==> src/include/adc_ctrl_pkg.sv <==
// shared constants and types for the adc front-end mode control
package adc_ctrl_pkg;
    // input-select codes
    localparam logic [2:0] SEL_INPUT_A = 3'h0;
    localparam logic [2:0] SEL_INPUT_B = 3'h1;
    localparam logic [2:0] SEL_SHORT = 3'h2;
    localparam logic [2:0] SEL_BOTH = 3'h3;
    localparam logic [2:0] SEL_COMMON = 3'h4;
    localparam logic [2:0] GAIN_MAX_CODE = 3'h6;
    // cycle counts
    localparam int CHOP_DIV = 1024;
    localparam int CHOP_HALF = CHOP_DIV / 2;
    localparam int MOD_DIV_HR = 4;
    localparam int MOD_DIV_LP = 8;
    localparam int QUAL_CYCLES = 3;
    localparam logic [9:0] CHOP_CNT_RST = 10'h000;
    localparam logic [3:0] MOD_CNT_RST = 4'h0;
    localparam logic [15:0] PERIOD_CNT_RST = 16'h0000;
    localparam int WORD_W = 32;
    localparam int RES_W = 31;

    // analog switch closures; names from what each switch ties
    typedef struct packed {
        logic pos_a;      // pos_input_a to amp +
        logic pos_b;      // pos_input_b to amp +
        logic short_res;  // internal 400 ohm short pair
        logic neg_a;      // neg_input_a to amp -
        logic neg_b;      // neg_input_b to amp -
        logic negb_pos;   // neg_input_b to amp +
    } switch_t;

    typedef struct packed {
        logic [2:0] input_select_field;
        logic [2:0] amp_gain_field;
        logic chop_en;
        logic low_power;
        logic [1:0] filt_sel;
        logic sync_cont;
    } cfg_t;

    localparam cfg_t CFG_RST = '{3'h0, 3'h0, 1'b1, 1'b0, 2'h1, 1'b0};

    localparam logic [1:0] FILT_SINC = 2'h0;
    localparam logic [1:0] FILT_FIR = 2'h1;
    localparam logic [1:0] FILT_FIR_HPF = 2'h2;

    typedef enum logic [1:0] {
        ST_RUN = 2'b00,
        ST_SYNC = 2'b01,
        ST_STANDBY = 2'b11,
        ST_PDOWN = 2'b10
    } state_t;

    function automatic switch_t decode_sel(input logic [2:0] sel);
        switch_t s;
        s = '0;
        case (sel)
            SEL_INPUT_A:
            begin
                s.pos_a = 1'b1;
                s.neg_a = 1'b1;
            end
            SEL_INPUT_B:
            begin
                s.pos_b = 1'b1;
                s.neg_b = 1'b1;
            end
            SEL_SHORT: s.short_res = 1'b1;
            SEL_BOTH:
            begin
                s.pos_a = 1'b1;
                s.neg_a = 1'b1;
                s.pos_b = 1'b1;
                s.neg_b = 1'b1;
            end
            SEL_COMMON:
            begin
                s.neg_b = 1'b1;
                s.negb_pos = 1'b1;
            end
            default: s = '0;
        endcase
        return s;
    endfunction
endpackage

==> src/core/output_buffer.sv <==
// two-entry valid/ready skid buffer for conversion words
`timescale 1ns/1ps
module output_buffer
(
    input wire logic clk_i,                      // master clock
    input wire logic rst_n_i,                    // synchronised reset
    input wire logic in_valid_i,                 // word offered
    output logic in_ready_o,                     // space free
    input wire logic [31:0] in_data_i,           // word in
    output logic out_valid_o,                    // word held
    input wire logic out_ready_i,                // reader takes
    output logic [31:0] out_data_o               // oldest word
);
    logic [31:0] mem_ff [2];
    logic [1:0] cnt_ff;
    logic rd_ff;
    logic wr_ff;
    wire push = in_valid_i && (cnt_ff != 2'h2);
    wire pop = out_ready_i && (cnt_ff != 2'h0);

    assign in_ready_o = (cnt_ff != 2'h2);
    assign out_valid_o = (cnt_ff != 2'h0);
    assign out_data_o = mem_ff[rd_ff];

    always_ff @(posedge clk_i or negedge rst_n_i)
    begin
        if (!rst_n_i)
        begin
            cnt_ff <= 2'h0;
            rd_ff <= 1'b0;
            wr_ff <= 1'b0;
        end
        else
        begin
            cnt_ff <= cnt_ff + {1'b0, push} - {1'b0, pop};
            if (push)
                wr_ff <= ~wr_ff;
            if (pop)
                rd_ff <= ~rd_ff;
        end
    end

    always_ff @(posedge clk_i)
    begin
        if (push)
            mem_ff[wr_ff] <= in_data_i;
    end

    a_buf_no_overflow: assert property (@(posedge clk_i) disable iff (!rst_n_i)
        cnt_ff <= 2'h2) else $error("buffer count above two");
endmodule

==> src/core/adc_frontend_mode_control.sv <==
// mode control for a delta-sigma adc front end
`timescale 1ns/1ps
module adc_frontend_mode_control
(
    input wire logic clk_i,                       // master clock, 10 MHz
    input wire logic rst_n_i,                     // hardware reset, active low
    input wire logic powerdown_pin_n_i,           // power-down pin, active low
    input wire logic sync_i,                      // frame-sync input
    input wire logic cfg_we_i,                    // config write strobe
    input wire adc_ctrl_pkg::cfg_t cfg_i,         // config write data
    input wire logic standby_cmd_i,               // standby command pulse
    input wire logic wakeup_cmd_i,                // wakeup command pulse
    input wire logic overrange_cmp_i,             // full-scale comparator
    input wire logic [30:0] sinc_data_i,          // sinc stage word
    input wire logic [30:0] fir_data_i,           // fir stage word
    input wire logic [30:0] hpf_data_i,           // fir plus hpf word
    input wire logic filt_valid_i,                // filter word strobe
    input wire logic [31:0] scale_gain_i,         // gain scale, 1.0 = 2^30
    input wire logic [31:0] scale_offset_i,       // offset scale
    input wire logic [15:0] frame_period_i,       // conversion period cycles
    output adc_ctrl_pkg::cfg_t cfg_o,             // config readback
    output adc_ctrl_pkg::switch_t switch_o,       // multiplexer switches
    output logic [6:0] amp_gain_o,                // amplifier gain value
    output logic chop_clk_o,                      // chopper drive
    output logic mod_en_o,                        // modulator sample enable
    output logic overload_flag_out_o,             // overload flag
    output logic filt_rst_o,                      // filter/modulator reset
    output logic powered_o,                       // analog powered
    output logic data_valid_o,                    // conversion word ready
    input wire logic data_ready_i,                // serial reader takes word
    output logic [31:0] data_o                    // conversion word
);
    logic rst_s1_ff;
    logic rst_s2_ff;
    logic sync_s1_ff;
    logic sync_s2_ff;
    logic [1:0] sync_q_ff;
    logic sync_qual_ff;
    adc_ctrl_pkg::cfg_t cfg_ff;
    adc_ctrl_pkg::state_t state_ff;
    adc_ctrl_pkg::state_t nxt_state;
    logic [9:0] chop_cnt_ff;
    logic [3:0] mod_cnt_ff;
    logic mod_half_ff;
    logic [15:0] period_cnt_ff;
    logic filt_rst_ff;
    logic mod_en_ff;
    logic chop_ff;
    logic ovl_ff;
    adc_ctrl_pkg::switch_t switch_ff;
    logic [6:0] gain_ff;
    logic buf_in_ready;
    logic buf_valid;
    logic [31:0] buf_data;
    logic data_valid_ff;
    logic [31:0] data_ff;
    logic rst_n;
    logic powered_ff;

    // reset release through two flops
    always_ff @(posedge clk_i or negedge rst_n_i)
    begin
        if (!rst_n_i)
        begin
            rst_s1_ff <= 1'b0;
            rst_s2_ff <= 1'b0;
        end
        else
        begin
            rst_s1_ff <= 1'b1;
            rst_s2_ff <= rst_s1_ff;
        end
    end
    assign rst_n = rst_s2_ff;

    always_ff @(posedge clk_i or negedge rst_n)
    begin
        if (!rst_n)
        begin
            sync_s1_ff <= 1'b0;
            sync_s2_ff <= 1'b0;
            sync_q_ff <= 2'h0;
            sync_qual_ff <= 1'b0;
        end
        else
        begin
            sync_s1_ff <= sync_i;
            sync_s2_ff <= sync_s1_ff;
            sync_q_ff <= {sync_q_ff[0], sync_s2_ff};
            sync_qual_ff <= &{sync_q_ff, sync_s2_ff};
        end
    end
    // glitches shorter than three cycles never reach sync_qual_ff
    wire sync_rise = sync_qual_ff == 1'b0 && (&{sync_q_ff, sync_s2_ff});

    // continuous mode: resync only if edge off the period
    wire period_end = (period_cnt_ff == frame_period_i - 16'h0001);
    wire sync_hit = cfg_ff.sync_cont ? (sync_rise && !period_end) : sync_rise;

    wire pdown = !powerdown_pin_n_i;
    wire active = (state_ff == adc_ctrl_pkg::ST_RUN);
    // taken from the next state so the flopped output moves in step with state_ff
    wire nxt_powered = (nxt_state != adc_ctrl_pkg::ST_PDOWN)
                    && (nxt_state != adc_ctrl_pkg::ST_STANDBY);

    always_comb
    begin
        nxt_state = state_ff;
        case (state_ff)
            adc_ctrl_pkg::ST_RUN:
            begin
                if (sync_hit)
                    nxt_state = adc_ctrl_pkg::ST_SYNC;
                else if (standby_cmd_i)
                    nxt_state = adc_ctrl_pkg::ST_STANDBY;
            end
            adc_ctrl_pkg::ST_SYNC: nxt_state = adc_ctrl_pkg::ST_RUN;
            adc_ctrl_pkg::ST_STANDBY:
            begin
                if (wakeup_cmd_i)
                    nxt_state = adc_ctrl_pkg::ST_SYNC;
            end
            adc_ctrl_pkg::ST_PDOWN: nxt_state = adc_ctrl_pkg::ST_SYNC;
            default: nxt_state = adc_ctrl_pkg::ST_RUN;
        endcase
        if (pdown)
            nxt_state = adc_ctrl_pkg::ST_PDOWN;
    end

    always_ff @(posedge clk_i or negedge rst_n)
    begin
        if (!rst_n)
        begin
            state_ff <= adc_ctrl_pkg::ST_SYNC;
            powered_ff <= 1'b1;
        end
        else
        begin
            state_ff <= nxt_state;
            powered_ff <= nxt_powered;
        end
    end

    // defaults on reset and on power-down
    always_ff @(posedge clk_i or negedge rst_n)
    begin
        if (!rst_n)
            cfg_ff <= adc_ctrl_pkg::CFG_RST;
        else if (pdown)
            cfg_ff <= adc_ctrl_pkg::CFG_RST;
        else if (cfg_we_i)
            cfg_ff <= cfg_i;
    end

    // chopper divider, toggles every 512 cycles
    wire chop_wrap = (chop_cnt_ff == 10'(adc_ctrl_pkg::CHOP_HALF - 1));
    always_ff @(posedge clk_i or negedge rst_n)
    begin
        if (!rst_n)
        begin
            chop_cnt_ff <= adc_ctrl_pkg::CHOP_CNT_RST;
            chop_ff <= 1'b0;
        end
        else if (!cfg_ff.chop_en || !active)
        begin
            chop_cnt_ff <= adc_ctrl_pkg::CHOP_CNT_RST;
            chop_ff <= 1'b0;
        end
        else
        begin
            chop_cnt_ff <= chop_wrap ? adc_ctrl_pkg::CHOP_CNT_RST : chop_cnt_ff + 10'h001;
            if (chop_wrap)
                chop_ff <= ~chop_ff;
        end
    end

    // modulator enable at clk/4 or clk/8
    wire [3:0] mod_last = cfg_ff.low_power ? 4'(adc_ctrl_pkg::MOD_DIV_LP - 1)
                                           : 4'(adc_ctrl_pkg::MOD_DIV_HR - 1);
    wire mod_tick = active && (mod_cnt_ff == mod_last);
    always_ff @(posedge clk_i or negedge rst_n)
    begin
        if (!rst_n)
        begin
            mod_cnt_ff <= adc_ctrl_pkg::MOD_CNT_RST;
            mod_half_ff <= 1'b0;
            mod_en_ff <= 1'b0;
        end
        else if (!active)
        begin
            mod_cnt_ff <= adc_ctrl_pkg::MOD_CNT_RST;
            mod_half_ff <= 1'b0;
            mod_en_ff <= 1'b0;
        end
        else
        begin
            mod_cnt_ff <= mod_tick ? adc_ctrl_pkg::MOD_CNT_RST : mod_cnt_ff + 4'h1;
            mod_en_ff <= mod_tick;
            if (mod_tick)
                mod_half_ff <= ~mod_half_ff;
        end
    end

    always_ff @(posedge clk_i or negedge rst_n)
    begin
        if (!rst_n)
            ovl_ff <= 1'b0;
        else if (!active)
            ovl_ff <= 1'b0;
        else if (mod_tick && mod_half_ff)
            ovl_ff <= overrange_cmp_i;
    end

    always_ff @(posedge clk_i or negedge rst_n)
    begin
        if (!rst_n)
            period_cnt_ff <= adc_ctrl_pkg::PERIOD_CNT_RST;
        // also cleared by every qualified sync edge, so a locked frame edge lands on period_end
        else if (period_end || sync_rise)
            period_cnt_ff <= adc_ctrl_pkg::PERIOD_CNT_RST;
        else
            period_cnt_ff <= period_cnt_ff + 16'h0001;
    end

    wire adc_ctrl_pkg::switch_t sw_dec = adc_ctrl_pkg::decode_sel(cfg_ff.input_select_field);
    // gain is one shifted by the code, reserved code held at unity
    wire [6:0] gain_dec = (cfg_ff.amp_gain_field > adc_ctrl_pkg::GAIN_MAX_CODE) ? 7'h01
                         : 7'(7'h01 << cfg_ff.amp_gain_field);

    always_ff @(posedge clk_i or negedge rst_n)
    begin
        if (!rst_n)
        begin
            switch_ff <= '0;
            gain_ff <= 7'h01;
            filt_rst_ff <= 1'b1;
        end
        else
        begin
            switch_ff <= active ? sw_dec : '0;
            gain_ff <= gain_dec;
            // sync state holds filter and modulator in reset
            filt_rst_ff <= !active;
        end
    end

    wire [30:0] stage_sel = (cfg_ff.filt_sel == adc_ctrl_pkg::FILT_SINC) ? sinc_data_i
                          : (cfg_ff.filt_sel == adc_ctrl_pkg::FILT_FIR_HPF) ? hpf_data_i
                          : fir_data_i;
    // scale 31-bit word: gain then offset, saturated
    wire signed [63:0] prod = $signed({{33{stage_sel[30]}}, stage_sel})
                            * $signed({{32{scale_gain_i[31]}}, scale_gain_i});
    wire signed [33:0] shifted = 34'(prod >>> 30);
    wire signed [33:0] summed = shifted - $signed({{2{scale_offset_i[31]}}, scale_offset_i});
    wire signed [31:0] max_w = 32'sh3fffffff;
    wire signed [31:0] min_w = -32'sh40000000;
    wire [31:0] scaled = (summed > 34'(max_w)) ? max_w
                       : (summed < 34'(min_w)) ? min_w : 32'(summed);

    // words held for the serial reader; on stall two are kept, later words dropped
    output_buffer u_buf
    (
        .clk_i(clk_i),
        .rst_n_i(rst_n),
        .in_valid_i(filt_valid_i && active),
        .in_ready_o(buf_in_ready),
        .in_data_i(scaled),
        .out_valid_o(buf_valid),
        .out_ready_i(data_ready_i && !data_valid_ff),
        .out_data_o(buf_data)
    );

    always_ff @(posedge clk_i or negedge rst_n)
    begin
        if (!rst_n)
        begin
            data_valid_ff <= 1'b0;
            data_ff <= 32'h00000000;
        end
        else if (!data_valid_ff || data_ready_i)
        begin
            data_valid_ff <= buf_valid && data_ready_i && !data_valid_ff;
            if (buf_valid && !data_valid_ff)
                data_ff <= buf_data;
        end
    end

    assign cfg_o = cfg_ff;
    assign switch_o = switch_ff;
    assign amp_gain_o = gain_ff;
    assign chop_clk_o = chop_ff;
    assign mod_en_o = mod_en_ff;
    assign overload_flag_out_o = ovl_ff;
    assign filt_rst_o = filt_rst_ff;
    assign powered_o = powered_ff;
    assign data_valid_o = data_valid_ff;
    assign data_o = data_ff;

    a_mux_input_a: assert property (@(posedge clk_i) disable iff (!rst_n)
        active && cfg_ff.input_select_field == adc_ctrl_pkg::SEL_INPUT_A && $stable(cfg_ff)
        |=> switch_o.pos_a && switch_o.neg_a && !switch_o.pos_b) else $error("pair a not set");
    a_mux_both: assert property (@(posedge clk_i) disable iff (!rst_n)
        active && cfg_ff.input_select_field == adc_ctrl_pkg::SEL_BOTH
        |=> switch_o.pos_a && switch_o.pos_b) else $error("both pairs not closed");
    a_mux_short: assert property (@(posedge clk_i) disable iff (!rst_n)
        active && cfg_ff.input_select_field == adc_ctrl_pkg::SEL_SHORT
        |=> switch_o.short_res && !switch_o.pos_a && !switch_o.neg_b) else $error("short bad");
    a_mux_common: assert property (@(posedge clk_i) disable iff (!rst_n)
        active && cfg_ff.input_select_field == adc_ctrl_pkg::SEL_COMMON
        |=> switch_o.negb_pos && switch_o.neg_b && !switch_o.pos_b) else $error("common bad");
    a_gain_value: assert property (@(posedge clk_i) disable iff (!rst_n)
        cfg_ff.amp_gain_field == 3'h6 |=> amp_gain_o == 7'h40) else $error("gain 64 wrong");
    a_chop_stop: assert property (@(posedge clk_i) disable iff (!rst_n)
        !cfg_ff.chop_en |=> !chop_clk_o) else $error("chopper runs while off");
    a_mod_rate_hr: assert property (@(posedge clk_i) disable iff (!rst_n)
        mod_en_o && !cfg_ff.low_power && active && $stable(cfg_ff) ##1 active
        |-> !mod_en_o ##1 !mod_en_o ##1 !mod_en_o) else $error("mod rate wrong");
    a_pdown_cfg: assert property (@(posedge clk_i) disable iff (!rst_n)
        pdown |=> cfg_o == adc_ctrl_pkg::CFG_RST && !powered_o) else $error("pdown kept cfg");
    a_sync_restart: assert property (@(posedge clk_i) disable iff (!rst_n)
        active && sync_hit && !pdown |=> ##1 filt_rst_o) else $error("sync no restart");
    a_sync_glitch: assert property (@(posedge clk_i) disable iff (!rst_n)
        $rose(sync_s2_ff) ##1 !sync_s2_ff |-> !sync_rise [*3]) else $error("glitch passed");

    c_standby: cover property (@(posedge clk_i) disable iff (!rst_n)
        state_ff == adc_ctrl_pkg::ST_STANDBY);
    c_overload: cover property (@(posedge clk_i) disable iff (!rst_n) $rose(overload_flag_out_o));
    c_stall: cover property (@(posedge clk_i) disable iff (!rst_n) !buf_in_ready);
    c_sync: cover property (@(posedge clk_i) disable iff (!rst_n) sync_hit);
endmodule

==> config.mk <==
export PLATFORM = sky130hd
export DESIGN_NAME = adc_frontend_mode_control
export DESIGN_NICKNAME = d
export VERILOG_FILES = /design/src/include/adc_ctrl_pkg.sv /design/src/core/output_buffer.sv /design/src/core/adc_frontend_mode_control.sv
export SDC_FILE = /design/constraint.sdc
export NUM_CORES = 2
export LEC_CHECK = 0
export ABC_AREA = 1
export ABC_CLOCK_PERIOD_IN_PS = 4100
export BUFFER_PORTS_ARGS = -buffer_cell sky130_fd_sc_hd__buf_2
export CAP_MARGIN = 5
export CORE_MARGIN = 3
export CORE_UTILIZATION = 25
export DETAILED_ROUTE_END_ITERATION = 12
export HOLD_SLACK_MARGIN = 0.15
export PLACE_DENSITY_LB_ADDON = 0.25
export SETUP_SLACK_MARGIN = 0.15
export SLEW_MARGIN = 40
export SYNTH_ARGS = -nofsm -noshare
export SYNTH_HDL_FRONTEND = slang
export SYNTH_SLANG_ARGS = --single-unit
==> constraint.sdc <==
create_clock -name clk_i -period 4.1 [get_ports clk_i]
set_input_delay 0.615 -clock clk_i [delete_from_list [all_inputs] [get_ports clk_i]]
set_output_delay 0.615 -clock clk_i [all_outputs]
set_load 0.02 [all_outputs]
==> out/qor.txt <==
final setup vio count: 64
top cells by area, synth: fa_1 (47%), inv_1 (11%), nand2_1 (8.4%), ha_1 (6.1%), nor2_1 (5.9%)
DP Wirelength: 152.1 mm
Final min period: 9770 ps
GR Overflow Total: 0
Initial Utilization: 25.19%
synth warn: 0
most common cell after layout, fill and taps aside: inv_1
core area: 178800 um^2
cell area after placement: 55950 um^2
Netlist cell types: 51
DR vias/cell: 4.454
vias in the first global route: 41.76k
critical setup path kind: flip-flop to flip-flop
# IOs: 256
first-pass GRT wire length: 262.4 mm
CP Launch Type: flip-flop
H-Tree Depth: 4
RD Place Congestion: 0.9328
Worst Tran Pin Value: 644.6 ps
register area share after synthesis: 10.12%
# DRC: 0
number of synthesized register bits: 169
CP required: 4280 ps
Fin. Hold Viols: 0
PortBufs: 255
commonest cells after routing, fill and taps aside: inv_1 (1254), fa_1 (973), nand2_1 (881)
Clock Sinks: 169
clock root buffer: clkbuf_16
Place WS: -6252 ps
Synth top area share: 46.54%
leading area contributor after synthesis: fa_1
aggregate routed wire length: 182.9 mm
Clock Latency Late Sink: 440 ps
ANT nets after route: 0
routed via count: 39.24k
Fin Setup TNS: -360310 ps
Worst R2R Setup Slack: -5670 ps
CTS buffer count: 17
Slew Limit Fails: 0
routed length per instance: 20.76 um
Die Ht: 430.5 um
DR iter-0 viols: 2524
Syn-to-layout area delta: 37.48%
RSZ-0062 raised after global routing: yes
deepest clock path buffer count: 2
Crit path max-delay family: adder cells
fin area: 61920 um^2
Setup WS post-layout: -5670 ps
max cap viols: 0
slowest stage delay, CP: 620 ps
CP max stage cell: fa_2
fin crit share: 238.3%
die area: 185300 um^2
Mapped Cells: 5413
cell area after synthesis: 45040 um^2
Mapped Nets: 6873
die width: 430.5 um
Worst Path Max Fanout: 19
layout cells sized above 1: 31.84%
status: finished with violations
TritonCTS clock tree: built
failing checks: setup timing
CP most frequent cell: fa_1
Tot GR Track Use: 18.91%
largest net degree at the start of global routing: 66
DR pass1 iterations: 5
Clock transition at path regs: 90 ps
fmax: 0.1024 GHz
Worst Setup End Kind: flip-flop
initial antenna violation count: 7
row cnt: 155
Max Clock Skew: 19.46 ps
Relative slew margins: 57.03%
Nets: 7899
Worst Path Arrival: 9950 ps
Worst Hold Class: flip-flop to asynchronous set/reset pin
mean post-synth cell area: 8.321 um^2
crit path buf inv count: 13
[repair_timing]
action	CTS	global route
hold buffers	2	0
hold endpoints to repair	4	0
setup endpoints to repair	64	64
resized for setup	77	902
pin swaps	6	352
setup buffers	6	108
gates cloned	1	25
[worst paths after layout]
check | from | endpoint | cells after the start
max | cfg_o[1] | u_buf.mem_ff[1][11] | 47
min | rst_n | period_cnt_ff[12] | 1
max reg2reg | cfg_o[1] | u_buf.mem_ff[1][11] | 47
min reg2reg | rst_n | period_cnt_ff[12] | 1
max in group asynchronous | rst_n | state_ff[0] | 3
min in group clk_i | sync_i | sync_s1_ff | 1
[through the flow]
stage	util [%]	cells	hold slack, ps
after floorplan	-	5413	319.4
after global placement	31.27	8631	339.2
after detailed placement	31.29	8633	101.4
after CTS	31.83	8674	285.1
after global routing	34.63	8807	287.2
final	34.63	8810	280.4
[layer usage]
layer  GRT usage (%)  share of wire [%]  vias up  wire length (um)
li1                -                  -    17750                 -
met1           24.22                 41    20080             74100
met2           33.29                 49     1131             89870
met3           1.874                5.3      272              9750
met4           6.304                5.0        6              9167
met5               0              0.023        -                42
[flip-flops by register name, summed over array words and instances (netlist names), 2 cells and up]
name           cells
state_ff           2
cfg_o             11
chop_cnt_ff       10
u_buf.cnt_ff       2
switch_o           5
period_cnt_ff     16
mod_cnt_ff         4
data_o            32
sync_q_ff          2
u_buf.mem_ff      64
amp_gain_o         7
[layout make-up]
cell class	instances	area, um^2
Antenna cell	3	7.507
Clock buffer	17	425.4
Clock inverter	15	214.0
Fill cell	18600	116900
Inverter	1356	5170
Multi-Input combinational cell	3697	38150
Sequential cell	169	4562
Tap cell	2355	2947
Timing Repair Buffer	1198	10440
[kinds of logic after synthesis]
family / count (synthesis) / synth area share [%]
flops: 169 / 10.12
fa+ha+maj: 1266 / 52.62
other cells: 1 / 0.008326
buf+inv: 1547 / 13.16
xor+xnor: 88 / 1.711
simple gates: 1989 / 18.04
compound gates: 353 / 4.342
[cells in the mapped netlist (all sizes together)]
cell type and count:
a2111oi 1, a211oi 4, a21boi 4, a21o 9, a21oi 160, a31o 1, a31oi 39, a32o 1
and3 1, buf 66, clkbuf 125, clkinv 21, conb 1, dfrtp 99, dfstp 6, edfxtp 64
fa 1047, ha 219, inv 1335, nand2 1019, nand3 113, nand3b 7, nand4 15, nor2 733
nor3 37, nor3b 2, nor4 6, o211ai 1, o21a 6, o21ai 112, o21bai 9, o221a 2
o22ai 4, or2 56, xnor2 19, xor2 69
Power is left out: the tool's default activity adds up to more than one toggle a clock period on the data nets, which glitch-free logic cannot reach.
